===== config.mk =====
export PLATFORM = sky130hd
export DESIGN_NAME = plcps_top
export DESIGN_NICKNAME = d
export VERILOG_FILES = /design/src/rtl/plcps_pkg.sv /design/src/rtl/plcps_top.sv
export SDC_FILE = /design/constraint.sdc
export NUM_CORES = 1
export LEC_CHECK = 0
export BUFFER_PORTS_ARGS = -buffer_cell sky130_fd_sc_hd__clkbuf_2
export CAP_MARGIN = 20
export CORE_AREA = 2 2 358 360
export CTS_CLUSTER_SIZE = 24
export DETAILED_ROUTE_END_ITERATION = 8
export DIE_AREA = 0 0 360 362
export SKIP_CTS_REPAIR_TIMING = 1
export SLEW_MARGIN = 20
export SYNTH_ARGS = -nofsm -noshare
export SYNTH_HDL_FRONTEND = slang
export SYNTH_SLANG_ARGS = --single-unit

===== constraint.sdc =====
create_clock -name clk_in -period 2.5 [get_ports clk_in]
set_input_delay 0.5 -clock clk_in [delete_from_list [all_inputs] [get_ports clk_in]]
set_output_delay 0.5 -clock clk_in [all_outputs]
set_load 0.05 [all_outputs]

===== src/rtl/plcps_pkg.sv =====
// Package of constants and types for the port latch clear and pull select block
package plcps_pkg;

   // ----------------------------------------
   // Geometry
   // ----------------------------------------
   localparam int PORT_COUNT = 5;
   localparam int PORT_WIDTH = 16;
   localparam int ADDR_WIDTH = 12;
   localparam int DATA_WIDTH = 32;

   // ----------------------------------------
   // Register indices (byte address is four times the index)
   // ----------------------------------------
   localparam logic [9:0] IDX_PULL_UP_SEL_A = 10'h020;
   localparam logic [9:0] IDX_PULL_UP_SEL_B = 10'h022;
   localparam logic [9:0] IDX_PULL_UP_SEL_C = 10'h024;
   localparam logic [9:0] IDX_PULL_UP_SEL_D = 10'h026;
   localparam logic [9:0] IDX_PULL_UP_SEL_H = 10'h02E;
   localparam logic [9:0] IDX_PULL_DOWN_SEL_A = 10'h030;
   localparam logic [9:0] IDX_PULL_DOWN_SEL_B = 10'h032;
   localparam logic [9:0] IDX_PULL_DOWN_SEL_C = 10'h034;
   localparam logic [9:0] IDX_PULL_DOWN_SEL_D = 10'h036;
   localparam logic [9:0] IDX_PULL_DOWN_SEL_H = 10'h03E;
   localparam logic [9:0] IDX_LATCH_CLEAR_A = 10'h070;
   localparam logic [9:0] IDX_LATCH_CLEAR_B = 10'h072;
   localparam logic [9:0] IDX_LATCH_CLEAR_C = 10'h074;
   localparam logic [9:0] IDX_LATCH_CLEAR_D = 10'h076;
   localparam logic [9:0] IDX_LATCH_CLEAR_H = 10'h07E;

   // ----------------------------------------
   // Implemented pin masks, port order A B C D H
   // ----------------------------------------
   localparam logic [15:0] MASK_A = 16'hFFFF;
   localparam logic [15:0] MASK_B = 16'hFFFF;
   localparam logic [15:0] MASK_C = 16'h7FFF;
   localparam logic [15:0] MASK_D = 16'h03FF;
   localparam logic [15:0] MASK_H = 16'h001F;

   // ----------------------------------------
   // Reset values
   // ----------------------------------------
   localparam logic [15:0] RST_PULL_UP_A = 16'h6000;
   localparam logic [15:0] RST_PULL_UP_H = 16'h0001;
   localparam logic [15:0] RST_ZERO = 16'h0000;
   localparam logic [15:0] RST_LATCH = 16'h0000;

   // ----------------------------------------
   // Bus answers
   // ----------------------------------------
   localparam logic [1:0] RESP_OKAY = 2'h0;
   localparam logic [1:0] RESP_SLVERR = 2'h2;

   // ----------------------------------------
   // Types
   // ----------------------------------------
   typedef logic [PORT_COUNT-1:0][PORT_WIDTH-1:0] plcps_word5_t;

   typedef struct packed {
      plcps_word5_t direction;
      plcps_word5_t open_drain;
      plcps_word5_t analog;
      plcps_word5_t alt_out;
   } plcps_mode_t;

   typedef struct packed {
      plcps_word5_t up;
      plcps_word5_t down;
   } plcps_pull_t;

   typedef enum logic [1:0] {
      PLCPS_GRP_NONE,
      PLCPS_GRP_UP,
      PLCPS_GRP_DOWN,
      PLCPS_GRP_CLEAR
   } plcps_group_t;

   localparam plcps_word5_t IMPL_MASK = {MASK_H, MASK_D, MASK_C, MASK_B, MASK_A};
   localparam plcps_word5_t RST_PULL_UP = {RST_PULL_UP_H, RST_ZERO, RST_ZERO, RST_ZERO,
                                           RST_PULL_UP_A};

endpackage : plcps_pkg


===== src/rtl/plcps_top.sv =====
// Port latch clear and pull select block with AXI4-Lite register slave
//
// The AXI4-Lite register port was decided locally.
`timescale 1ns/1ps
`default_nettype none

module plcps_top (
   input wire logic clk_in,
   input wire logic rst_in,
   input wire logic ce_in,
   // AXI4-Lite slave
   input wire logic [plcps_pkg::ADDR_WIDTH-1:0] s_axi_awaddr_in,
   input wire logic s_axi_awvalid_in,
   output logic s_axi_awready_out,
   input wire logic [plcps_pkg::DATA_WIDTH-1:0] s_axi_wdata_in,
   input wire logic [3:0] s_axi_wstrb_in,
   input wire logic s_axi_wvalid_in,
   output logic s_axi_wready_out,
   output logic [1:0] s_axi_bresp_out,
   output logic s_axi_bvalid_out,
   input wire logic s_axi_bready_in,
   input wire logic [plcps_pkg::ADDR_WIDTH-1:0] s_axi_araddr_in,
   input wire logic s_axi_arvalid_in,
   output logic s_axi_arready_out,
   output logic [plcps_pkg::DATA_WIDTH-1:0] s_axi_rdata_out,
   output logic [1:0] s_axi_rresp_out,
   output logic s_axi_rvalid_out,
   input wire logic s_axi_rready_in,
   // Port side
   input wire plcps_pkg::plcps_mode_t mode_in,
   input wire plcps_pkg::plcps_word5_t latch_set_in,
   output plcps_pkg::plcps_word5_t latch_out,
   output plcps_pkg::plcps_pull_t pull_en_out,
   output plcps_pkg::plcps_word5_t open_drain_drive_out,
   output plcps_pkg::plcps_word5_t output_buffer_on_out
);

   // ----------------------------------------
   // Address decode
   // ----------------------------------------
   function automatic void decode(input logic [9:0] idx, output plcps_pkg::plcps_group_t grp,
                                  output logic [2:0] port);
      grp = plcps_pkg::PLCPS_GRP_NONE;
      port = 3'h0;
      case (idx)
         plcps_pkg::IDX_PULL_UP_SEL_A: begin grp = plcps_pkg::PLCPS_GRP_UP; port = 3'h0; end
         plcps_pkg::IDX_PULL_UP_SEL_B: begin grp = plcps_pkg::PLCPS_GRP_UP; port = 3'h1; end
         plcps_pkg::IDX_PULL_UP_SEL_C: begin grp = plcps_pkg::PLCPS_GRP_UP; port = 3'h2; end
         plcps_pkg::IDX_PULL_UP_SEL_D: begin grp = plcps_pkg::PLCPS_GRP_UP; port = 3'h3; end
         plcps_pkg::IDX_PULL_UP_SEL_H: begin grp = plcps_pkg::PLCPS_GRP_UP; port = 3'h4; end
         plcps_pkg::IDX_PULL_DOWN_SEL_A: begin grp = plcps_pkg::PLCPS_GRP_DOWN; port = 3'h0; end
         plcps_pkg::IDX_PULL_DOWN_SEL_B: begin grp = plcps_pkg::PLCPS_GRP_DOWN; port = 3'h1; end
         plcps_pkg::IDX_PULL_DOWN_SEL_C: begin grp = plcps_pkg::PLCPS_GRP_DOWN; port = 3'h2; end
         plcps_pkg::IDX_PULL_DOWN_SEL_D: begin grp = plcps_pkg::PLCPS_GRP_DOWN; port = 3'h3; end
         plcps_pkg::IDX_PULL_DOWN_SEL_H: begin grp = plcps_pkg::PLCPS_GRP_DOWN; port = 3'h4; end
         plcps_pkg::IDX_LATCH_CLEAR_A: begin grp = plcps_pkg::PLCPS_GRP_CLEAR; port = 3'h0; end
         plcps_pkg::IDX_LATCH_CLEAR_B: begin grp = plcps_pkg::PLCPS_GRP_CLEAR; port = 3'h1; end
         plcps_pkg::IDX_LATCH_CLEAR_C: begin grp = plcps_pkg::PLCPS_GRP_CLEAR; port = 3'h2; end
         plcps_pkg::IDX_LATCH_CLEAR_D: begin grp = plcps_pkg::PLCPS_GRP_CLEAR; port = 3'h3; end
         plcps_pkg::IDX_LATCH_CLEAR_H: begin grp = plcps_pkg::PLCPS_GRP_CLEAR; port = 3'h4; end
         default: begin grp = plcps_pkg::PLCPS_GRP_NONE; port = 3'h0; end
      endcase
   endfunction : decode

   // ----------------------------------------
   // State
   // ----------------------------------------
   plcps_pkg::plcps_word5_t pull_up_sel;
   plcps_pkg::plcps_word5_t pull_down_sel;
   plcps_pkg::plcps_word5_t latch;
   logic aw_held;
   logic [9:0] aw_idx;
   logic w_held;
   logic [15:0] w_data;
   logic [1:0] w_strb;
   logic bvalid;
   logic [1:0] bresp;
   logic rvalid;
   logic [1:0] rresp;
   logic [15:0] rdata;

   plcps_pkg::plcps_word5_t next_pull_up_sel;
   plcps_pkg::plcps_word5_t next_pull_down_sel;
   plcps_pkg::plcps_word5_t next_latch;
   logic next_aw_held;
   logic [9:0] next_aw_idx;
   logic next_w_held;
   logic [15:0] next_w_data;
   logic [1:0] next_w_strb;
   logic next_bvalid;
   logic [1:0] next_bresp;
   logic next_rvalid;
   logic [1:0] next_rresp;
   logic [15:0] next_rdata;

   logic aw_fire;
   logic w_fire;
   logic ar_fire;
   logic do_write;
   logic [9:0] wr_idx;
   logic [15:0] wr_data;
   logic [15:0] wr_bits;
   logic [1:0] wr_strb;
   plcps_pkg::plcps_group_t wr_grp;
   logic [2:0] wr_port;
   plcps_pkg::plcps_group_t rd_grp;
   logic [2:0] rd_port;
   plcps_pkg::plcps_word5_t clear_vec;

   // ----------------------------------------
   // Handshakes
   // ----------------------------------------
   assign s_axi_awready_out = ce_in & ~aw_held & ~bvalid;
   assign s_axi_wready_out = ce_in & ~w_held & ~bvalid;
   assign s_axi_arready_out = ce_in & ~rvalid;
   assign aw_fire = s_axi_awvalid_in & s_axi_awready_out;
   assign w_fire = s_axi_wvalid_in & s_axi_wready_out;
   assign ar_fire = s_axi_arvalid_in & s_axi_arready_out;
   assign s_axi_bvalid_out = bvalid;
   assign s_axi_bresp_out = bresp;
   assign s_axi_rvalid_out = rvalid;
   assign s_axi_rresp_out = rresp;
   assign s_axi_rdata_out = {16'h0000, rdata};

   // ----------------------------------------
   // Next-state logic
   // ----------------------------------------
   always_comb begin
      wr_idx = aw_held ? aw_idx : s_axi_awaddr_in[11:2];
      wr_data = w_held ? w_data : s_axi_wdata_in[15:0];
      wr_strb = w_held ? w_strb : s_axi_wstrb_in[1:0];
      wr_bits = {{8{wr_strb[1]}}, {8{wr_strb[0]}}};
      do_write = ce_in & ~bvalid & (aw_held | aw_fire) & (w_held | w_fire);
      decode(wr_idx, wr_grp, wr_port);
      decode(s_axi_araddr_in[11:2], rd_grp, rd_port);

      next_pull_up_sel = pull_up_sel;
      next_pull_down_sel = pull_down_sel;
      clear_vec = '0;
      next_aw_held = aw_held;
      next_aw_idx = aw_idx;
      next_w_held = w_held;
      next_w_data = w_data;
      next_w_strb = w_strb;
      next_bvalid = bvalid;
      next_bresp = bresp;
      next_rvalid = rvalid;
      next_rresp = rresp;
      next_rdata = rdata;

      if (aw_fire) begin
         next_aw_held = 1'b1;
         next_aw_idx = s_axi_awaddr_in[11:2];
      end
      if (w_fire) begin
         next_w_held = 1'b1;
         next_w_data = s_axi_wdata_in[15:0];
         next_w_strb = s_axi_wstrb_in[1:0];
      end
      if (do_write) begin
         next_aw_held = 1'b0;
         next_w_held = 1'b0;
         next_bvalid = 1'b1;
         next_bresp = plcps_pkg::RESP_OKAY;
         case (wr_grp)
            plcps_pkg::PLCPS_GRP_UP: begin
               next_pull_up_sel[wr_port] = ((pull_up_sel[wr_port] & ~wr_bits)
                  | (wr_data & wr_bits)) & plcps_pkg::IMPL_MASK[wr_port];
            end
            plcps_pkg::PLCPS_GRP_DOWN: begin
               next_pull_down_sel[wr_port] = ((pull_down_sel[wr_port] & ~wr_bits)
                  | (wr_data & wr_bits)) & plcps_pkg::IMPL_MASK[wr_port];
            end
            plcps_pkg::PLCPS_GRP_CLEAR: begin
               clear_vec[wr_port] = wr_data & wr_bits & plcps_pkg::IMPL_MASK[wr_port];
            end
            default: begin
               next_bresp = plcps_pkg::RESP_SLVERR;
            end
         endcase
      end
      if (bvalid & s_axi_bready_in) begin
         next_bvalid = 1'b0;
      end

      if (ar_fire) begin
         next_rvalid = 1'b1;
         next_rresp = plcps_pkg::RESP_OKAY;
         case (rd_grp)
            plcps_pkg::PLCPS_GRP_UP: begin
               next_rdata = pull_up_sel[rd_port];
            end
            plcps_pkg::PLCPS_GRP_DOWN: begin
               next_rdata = pull_down_sel[rd_port];
            end
            plcps_pkg::PLCPS_GRP_CLEAR: begin
               next_rdata = 16'h0000;
            end
            default: begin
               next_rdata = 16'h0000;
               next_rresp = plcps_pkg::RESP_SLVERR;
            end
         endcase
      end else if (rvalid & s_axi_rready_in) begin
         next_rvalid = 1'b0;
      end

      next_latch = ((latch | latch_set_in) & ~clear_vec) & plcps_pkg::IMPL_MASK;
   end

   // ----------------------------------------
   // Registers
   // ----------------------------------------
   always_ff @(posedge clk_in) begin
      if (rst_in) begin
         pull_up_sel <= plcps_pkg::RST_PULL_UP;
         pull_down_sel <= '0;
         latch <= '0;
         aw_held <= 1'b0;
         aw_idx <= 10'h000;
         w_held <= 1'b0;
         w_data <= 16'h0000;
         w_strb <= 2'h0;
         bvalid <= 1'b0;
         bresp <= plcps_pkg::RESP_OKAY;
         rvalid <= 1'b0;
         rresp <= plcps_pkg::RESP_OKAY;
         rdata <= 16'h0000;
      end else if (ce_in) begin
         pull_up_sel <= next_pull_up_sel;
         pull_down_sel <= next_pull_down_sel;
         latch <= next_latch;
         aw_held <= next_aw_held;
         aw_idx <= next_aw_idx;
         w_held <= next_w_held;
         w_data <= next_w_data;
         w_strb <= next_w_strb;
         bvalid <= next_bvalid;
         bresp <= next_bresp;
         rvalid <= next_rvalid;
         rresp <= next_rresp;
         rdata <= next_rdata;
      end
   end

   // ----------------------------------------
   // Pin controls
   // ----------------------------------------
   plcps_pkg::plcps_word5_t gate_off;
   assign gate_off = mode_in.alt_out | mode_in.analog;
   assign latch_out = latch;
   assign output_buffer_on_out = ~mode_in.direction & plcps_pkg::IMPL_MASK;
   assign open_drain_drive_out = ~mode_in.direction & mode_in.open_drain
                                 & plcps_pkg::IMPL_MASK;
   assign pull_en_out.up = pull_up_sel & (mode_in.direction | mode_in.open_drain)
                           & ~gate_off;
   assign pull_en_out.down = pull_down_sel & mode_in.direction & ~gate_off;

endmodule : plcps_top

`default_nettype wire


* Yosys cells after proc, flatten, opt, wreduce, memory -nomap -nowiden
Memory sizes are Yosys's and may differ from the RTL's.
Cells that the tools add are included.
** Word-level totals
- Register bits :: 274
- Bits in read-only memories :: 128
- Bits of input ports :: 468
- Output and inout bits :: 441
- Word-level logic and storage cells :: 170
- Memories :: 1
** Cells by class
- Order comparisons :: 3
- Equal/unequal tests :: 36
- Multiplexer cells :: 33
- Bitwise operators :: 41
- Reductions and logical operators :: 31
** Memories
- (no name shown) :: depth 8, width 16, read ports 1, clocked after memory_dff 0, write ports 0, RTL line plcps_top.sv:175 : clear_vec[wr_port] = wr_data & wr_bits & plcps_pkg::IMPL_MASK[wr_port];
** Operators with widths (number)
- $and A80 B80 Y80 :: 4
- $and A69 B69 Y69 :: 3
- $eq A10 B6 Y1 const B :: 20
- $bmux W16 S3 :: 4
- $bwmux W80 :: 2
- $or A80 B80 Y80 :: 2
- $mux W69 :: 2
- $not A69 Y69 :: 2
- $mux W16 :: 7
- $eq A10 B7 Y1 const B :: 10
- $and A16 B16 Y16 :: 6
- $not A80 Y80 :: 1
- $or A69 B69 Y69 :: 1
- $demux W16 S3 :: 1
- $or A16 B16 Y16 :: 2
- $pmux W16 S2 :: 1
- $reduce_or A3 Y1 :: 10
- $reduce_or A5 Y1 :: 6
- $pmux W3 S4 :: 2
- $not A16 Y16 :: 1
- $reduce_and A2 Y1 :: 8
- $and A1 B1 Y1 :: 13
- $pmux W2 S3 :: 2
- $mux W10 :: 1
- other kinds (11) :: 33

* Logic depth before layout (Yosys ltp)
- Depth after elaboration :: 13
- Gate-level depth with buffers :: 11
- Gate-level depth less buffers :: 9

* Worst setup path after synthesis
Ideal clock, no wire load.
- Path type :: input-to-output
- From :: in mode_in[100] (netlist bit)
- To :: out pull_en_out[100] (netlist bit)
- Arrival time :: 2157 ps
- Data required time :: 2000 ps
- Setup slack :: -157 ps
- Cell stages on the path :: 1
- Path buffers :: 0
- Cell sequence :: nor4b_1
** On the way
- Cells in the longest elaborated chain, start to end :: 3
** Ends and longest elaborated chain
- from (decl) :: RTL line plcps_top.sv:30 : input wire plcps_pkg::plcps_mode_t mode_in,
- $or A80 B80 Y80 :: RTL line plcps_top.sv:250 : assign gate_off = mode_in.alt_out | mode_in.analog;
- $not A80 Y80 :: RTL line plcps_top.sv:256 : & ~gate_off;
- $and A80 B80 Y80 :: RTL line plcps_top.sv:256
- to (decl) :: RTL line plcps_top.sv:33 : output plcps_pkg::plcps_pull_t pull_en_out,
Every way passes these cells.

* Worst setup path in the final report
- From :: reg aw_held
- To :: reg pull_down_sel[17] (netlist bit)
** On the way
- Cells in the longest elaborated chain, start to end :: 10
- Elaborated cells on any way between the ends :: 47
- Classes of those cells :: order compare: 2; eq/ne: 16; mux: 9; bitwise: 10; reduce/logical: 9; memory: 1
** Ends and longest elaborated chain
- from (decl) :: RTL line plcps_top.sv:71 : logic aw_held;
- from (signal assigned) :: RTL line plcps_top.sv:233 : aw_held <= next_aw_held;
- $mux W10 :: RTL line plcps_top.sv:129 : wr_idx = aw_held ? aw_idx : s_axi_awaddr_in[11:2];
- $eq A10 B7 Y1 or $eq A10 B6 Y1 (tied branches) :: RTL line plcps_top.sv:45 : case (idx)
- $reduce_or A3 Y1 (no source line)
- $pmux W3 S4 :: RTL line plcps_top.sv:45
- $bmux W16 S3 :: RTL line plcps_top.sv:171 : next_pull_down_sel[wr_port] = ((pull_down_sel[wr_port] & ~wr_bits)
- $mux W16 (implied by the code) :: RTL line plcps_top.sv:171
- $and A16 B16 Y16 :: RTL line plcps_top.sv:171
- $or A16 B16 Y16 :: RTL line plcps_top.sv:172 : | (wr_data & wr_bits)) & plcps_pkg::IMPL_MASK[wr_port];
- $and A16 B16 Y16 :: RTL line plcps_top.sv:172
- $bwmux W80 :: RTL line plcps_top.sv:171
- to (signal assigned) :: RTL line plcps_top.sv:231 : pull_down_sel <= next_pull_down_sel;
- to (decl) :: RTL line plcps_top.sv:69 : plcps_pkg::plcps_word5_t pull_down_sel;
Parallel ways exist; a longest one is shown, timed or not. The select of a mux whose other input is x is not followed.
A chain may end at the register's enable or synchronous reset.

==> reports/results.ini <==
[place]
portBuffers = 796
gp_congestion = 0.890
place_ws_ns = -0.513
dpl.cell_count = 4581
placed_area_sq_um = 24100
hpwl_mm = 102

[worst_hold_path]
hold_depth = 3
min_from = s_axi_awaddr_in[7]
hold_end = aw_idx[5]
hold_path.class = in -> reg

[floorplan]
start_util_pct = 12.5
core_sq_um = 127000
rows = 131
die_area_sq_um = 130000
die_width_um = 360
io_pins = 909
die_h_um = 362

[final_layout]
n_fill_cell = 14078
final-instance-count-excl-fill = 4674
seqCellArea_sq_um = 5450
final_nets = 3445
syn2layout_area_growth_pct = 67.1
layout-drive-gt1-share_pct = 49.1
final_area_sq_um = 26400
multi_input_area_sq_um = 10700

[drt]
drc = 0
dr_total_vias = 19843
ant_nets = 0
via_per_inst = 4.25
dr.pass1.iters = 6
wl_per_cell_um = 25.4
first_iter_violations = 1356
wl_mm = 119

[sta]
slew_violations = 0
setup_violations = 104
hold_viol_final = 0
tns_ns = -7.04
rsz0062_at_grt = yes
slew_headroom_pct = 43.0
worst_slack_ns = -0.186
fin_crit_ns = 2.69
post-route-period-util_pct = 107
finalClockSkew_ns = 0.0293
worst_pin_slew_ns = 0.856
fmax_mhz = 372

[logic_synthesis]
synth.distinct_cells = 85
synth-seq-area-share_pct = 34.4
yosysMostFrequentCell = dfxtp_1
synth_edf_count = 0
synth_area_sq_um = 15800
synth.largest_area_cell = dfxtp_1
synth_flop_cell = dfxtp_1
syn_area_per_cell_sq_um = 7.95
async_flop_share_pct = 0
synth_common_cells = dfxtp_1, nand2_1, nor2_1
ys_ff_latch = 272
synthCells = 1990
synth-warning-count = 0
synthTopCellsByArea = dfxtp_1, mux2_2, nand2_1, nor4b_1, a21oi_1
synth_top_area_share_pct = 34.4

[power]
finalPower_w = 0.0124
ir_drop_mv = 0.350
leakage_nw = 11.1
p_per_area_nw_per_um2 = 470

[global_route]
met2_usage_pct = 30.2
grt_busiest_layer = met2
globalRouteOverflowTotal = 0
grtUsageTotal_pct = 17.1
grt_pass1_vias = 18255
grt_pass1_wl_mm = 154
antenna_found_initial = 64
grt_max_degree = 67
grtUsageMet3_pct = 4.63
use_met1_pct = 20.1

[setup_path]
cp-end-kind = register
regToRegSetupSlack_ns = -0.19
worst_r2r_path_depth = 12
crit_start = aw_held
critPathKind = reg -> reg
reg2reg_to = pull_down_sel[17]
worstPathArrival_ns = 3.13
start_kind = register
reg2reg_from = aw_held
crit_fanout = 6
cp.required_ns = 2.94

[run_status]
failed_checks = negative setup slack
status = finished with violations

[clocking]
numCtsBuffers = 35
insertion_delay_ns = 0.56
clkSinkCount = 272
cts_tree = built
cts-root-buf = clkbuf_16
cts.clk_slew.worst_paths_ns = 0.06
clk_path_buf_depth = 3
cts.htree.levels = 2

[job]
drv_cap = 0

-- metal layers --
layer  up-vias  share of wire (%)
met1      9447                 40
met3       213                7.4
met4        62                3.0
li1       9187                  -
met5         -               0.33
met2       934                 49
-- worst max-delay path by stage --
stage	endpoint	slack, ns	cells past startpoint
after floorplan	rdata[10]	0.01	11
after global placement	rdata[12]	-0.49	13
after detailed placement	rdata[12]	-0.51	13
after CTS	pull_down_sel[3]	-0.24	10
after global routing	pull_down_sel[66]	-0.24	12
final	pull_down_sel[17]	-0.19	12
-- cell usage in the layout, fill, tap and decap left out, types with 20 or more instances in the layout --
cell type  count
clkbuf_2     785
dfxtp_1      269
buf_4        204
nand2_1      200
nor2_1       155
a21oi_1      111
nor3_1        95
nor4b_2       76
conb_1        72
mux2_2        71
inv_1         68
nor2b_1       68
a211oi_1      67
nand3_1       49
o21ai_1       43
buf_12        41
clkbuf_16     37
o21ai_0       34
a22oi_1       33
and2_1        29
buf_6         28
a31oi_1       25
mux2i_1       24
o21ai_2       20
and3_1        20
-- cells by family (layout without fill, tap and decap cells) --
logic type / after synthesis / after routing / synth area share, %
and+or+nand+nor: 813 / 813 / 26.9
buffers and inverters: 262 / 1196 / 8.32
xor gates and xnor gates: 1 / 1 / 0.0554
muxes: 97 / 97 / 6.70
adders and majority gates: 3 / 3 / 0.237
DFF: 272 / 272 / 34.4
other: 1 / 89 / 0.0237
AOI/OAI and AO/OA: 541 / 541 / 23.3
-- critical path, stage by stage (launching register included) --
cell and delay [ns]:
dfxtp_4 0.37, buf_8 0.13, or4_4 0.51, buf_4 0.16, buf_4 0.15, a22oi_2 0.14
buf_6 0.16, buf_12 0.11, clkbuf_16 0.14, nand3_1 0.09, a21oi_2 0.20, o21ai_2 0.10
a311oi_1 0.29
-- flip-flops by register name, summed over array words and instances (netlist names) --
register and count:
rdata 16, s_axi_bresp_out 1, w_held 1, w_strb 2, s_axi_bvalid_out 1, latch_out 62
aw_idx 10, aw_held 1, pull_down_sel 80, pull_up_sel 80, s_axi_rresp_out 1, w_data 16
s_axi_rvalid_out 1
-- stage by stage --
step                utilization [%]  hold slack [ns]
finish                         20.9            0.170
global placement               19.0            0.439
floorplan                         -            0.431
global route                   20.8            0.170
CTS                            19.9            0.138
detailed placement             19.0            0.446
-- power by group --
group	switching [W]	internal, W	total [W]	leakage [nW]
sequential	0.0000620	0.00443	0.00450	2.21
combinational	0.00198	0.000826	0.00280	8.38
clock	0.00212	0.00301	0.00513	0.561
-- cell type report --
| class | instances | share of cell area [%] |
|---|---|---|
| Timing Repair Buffer | 1069 | 25.5 |
| Antenna cell | 17 | 0.161 |
| Inverter | 69 | 0.989 |
| Sequential cell | 272 | 20.6 |
| Tap cell | 1662 | 7.87 |
| Multi-Input combinational cell | 1527 | 40.6 |
| Clock buffer | 42 | 3.56 |
| Clock inverter | 16 | 0.719 |
No activity file was read; power rests on OpenSTA's default activity.
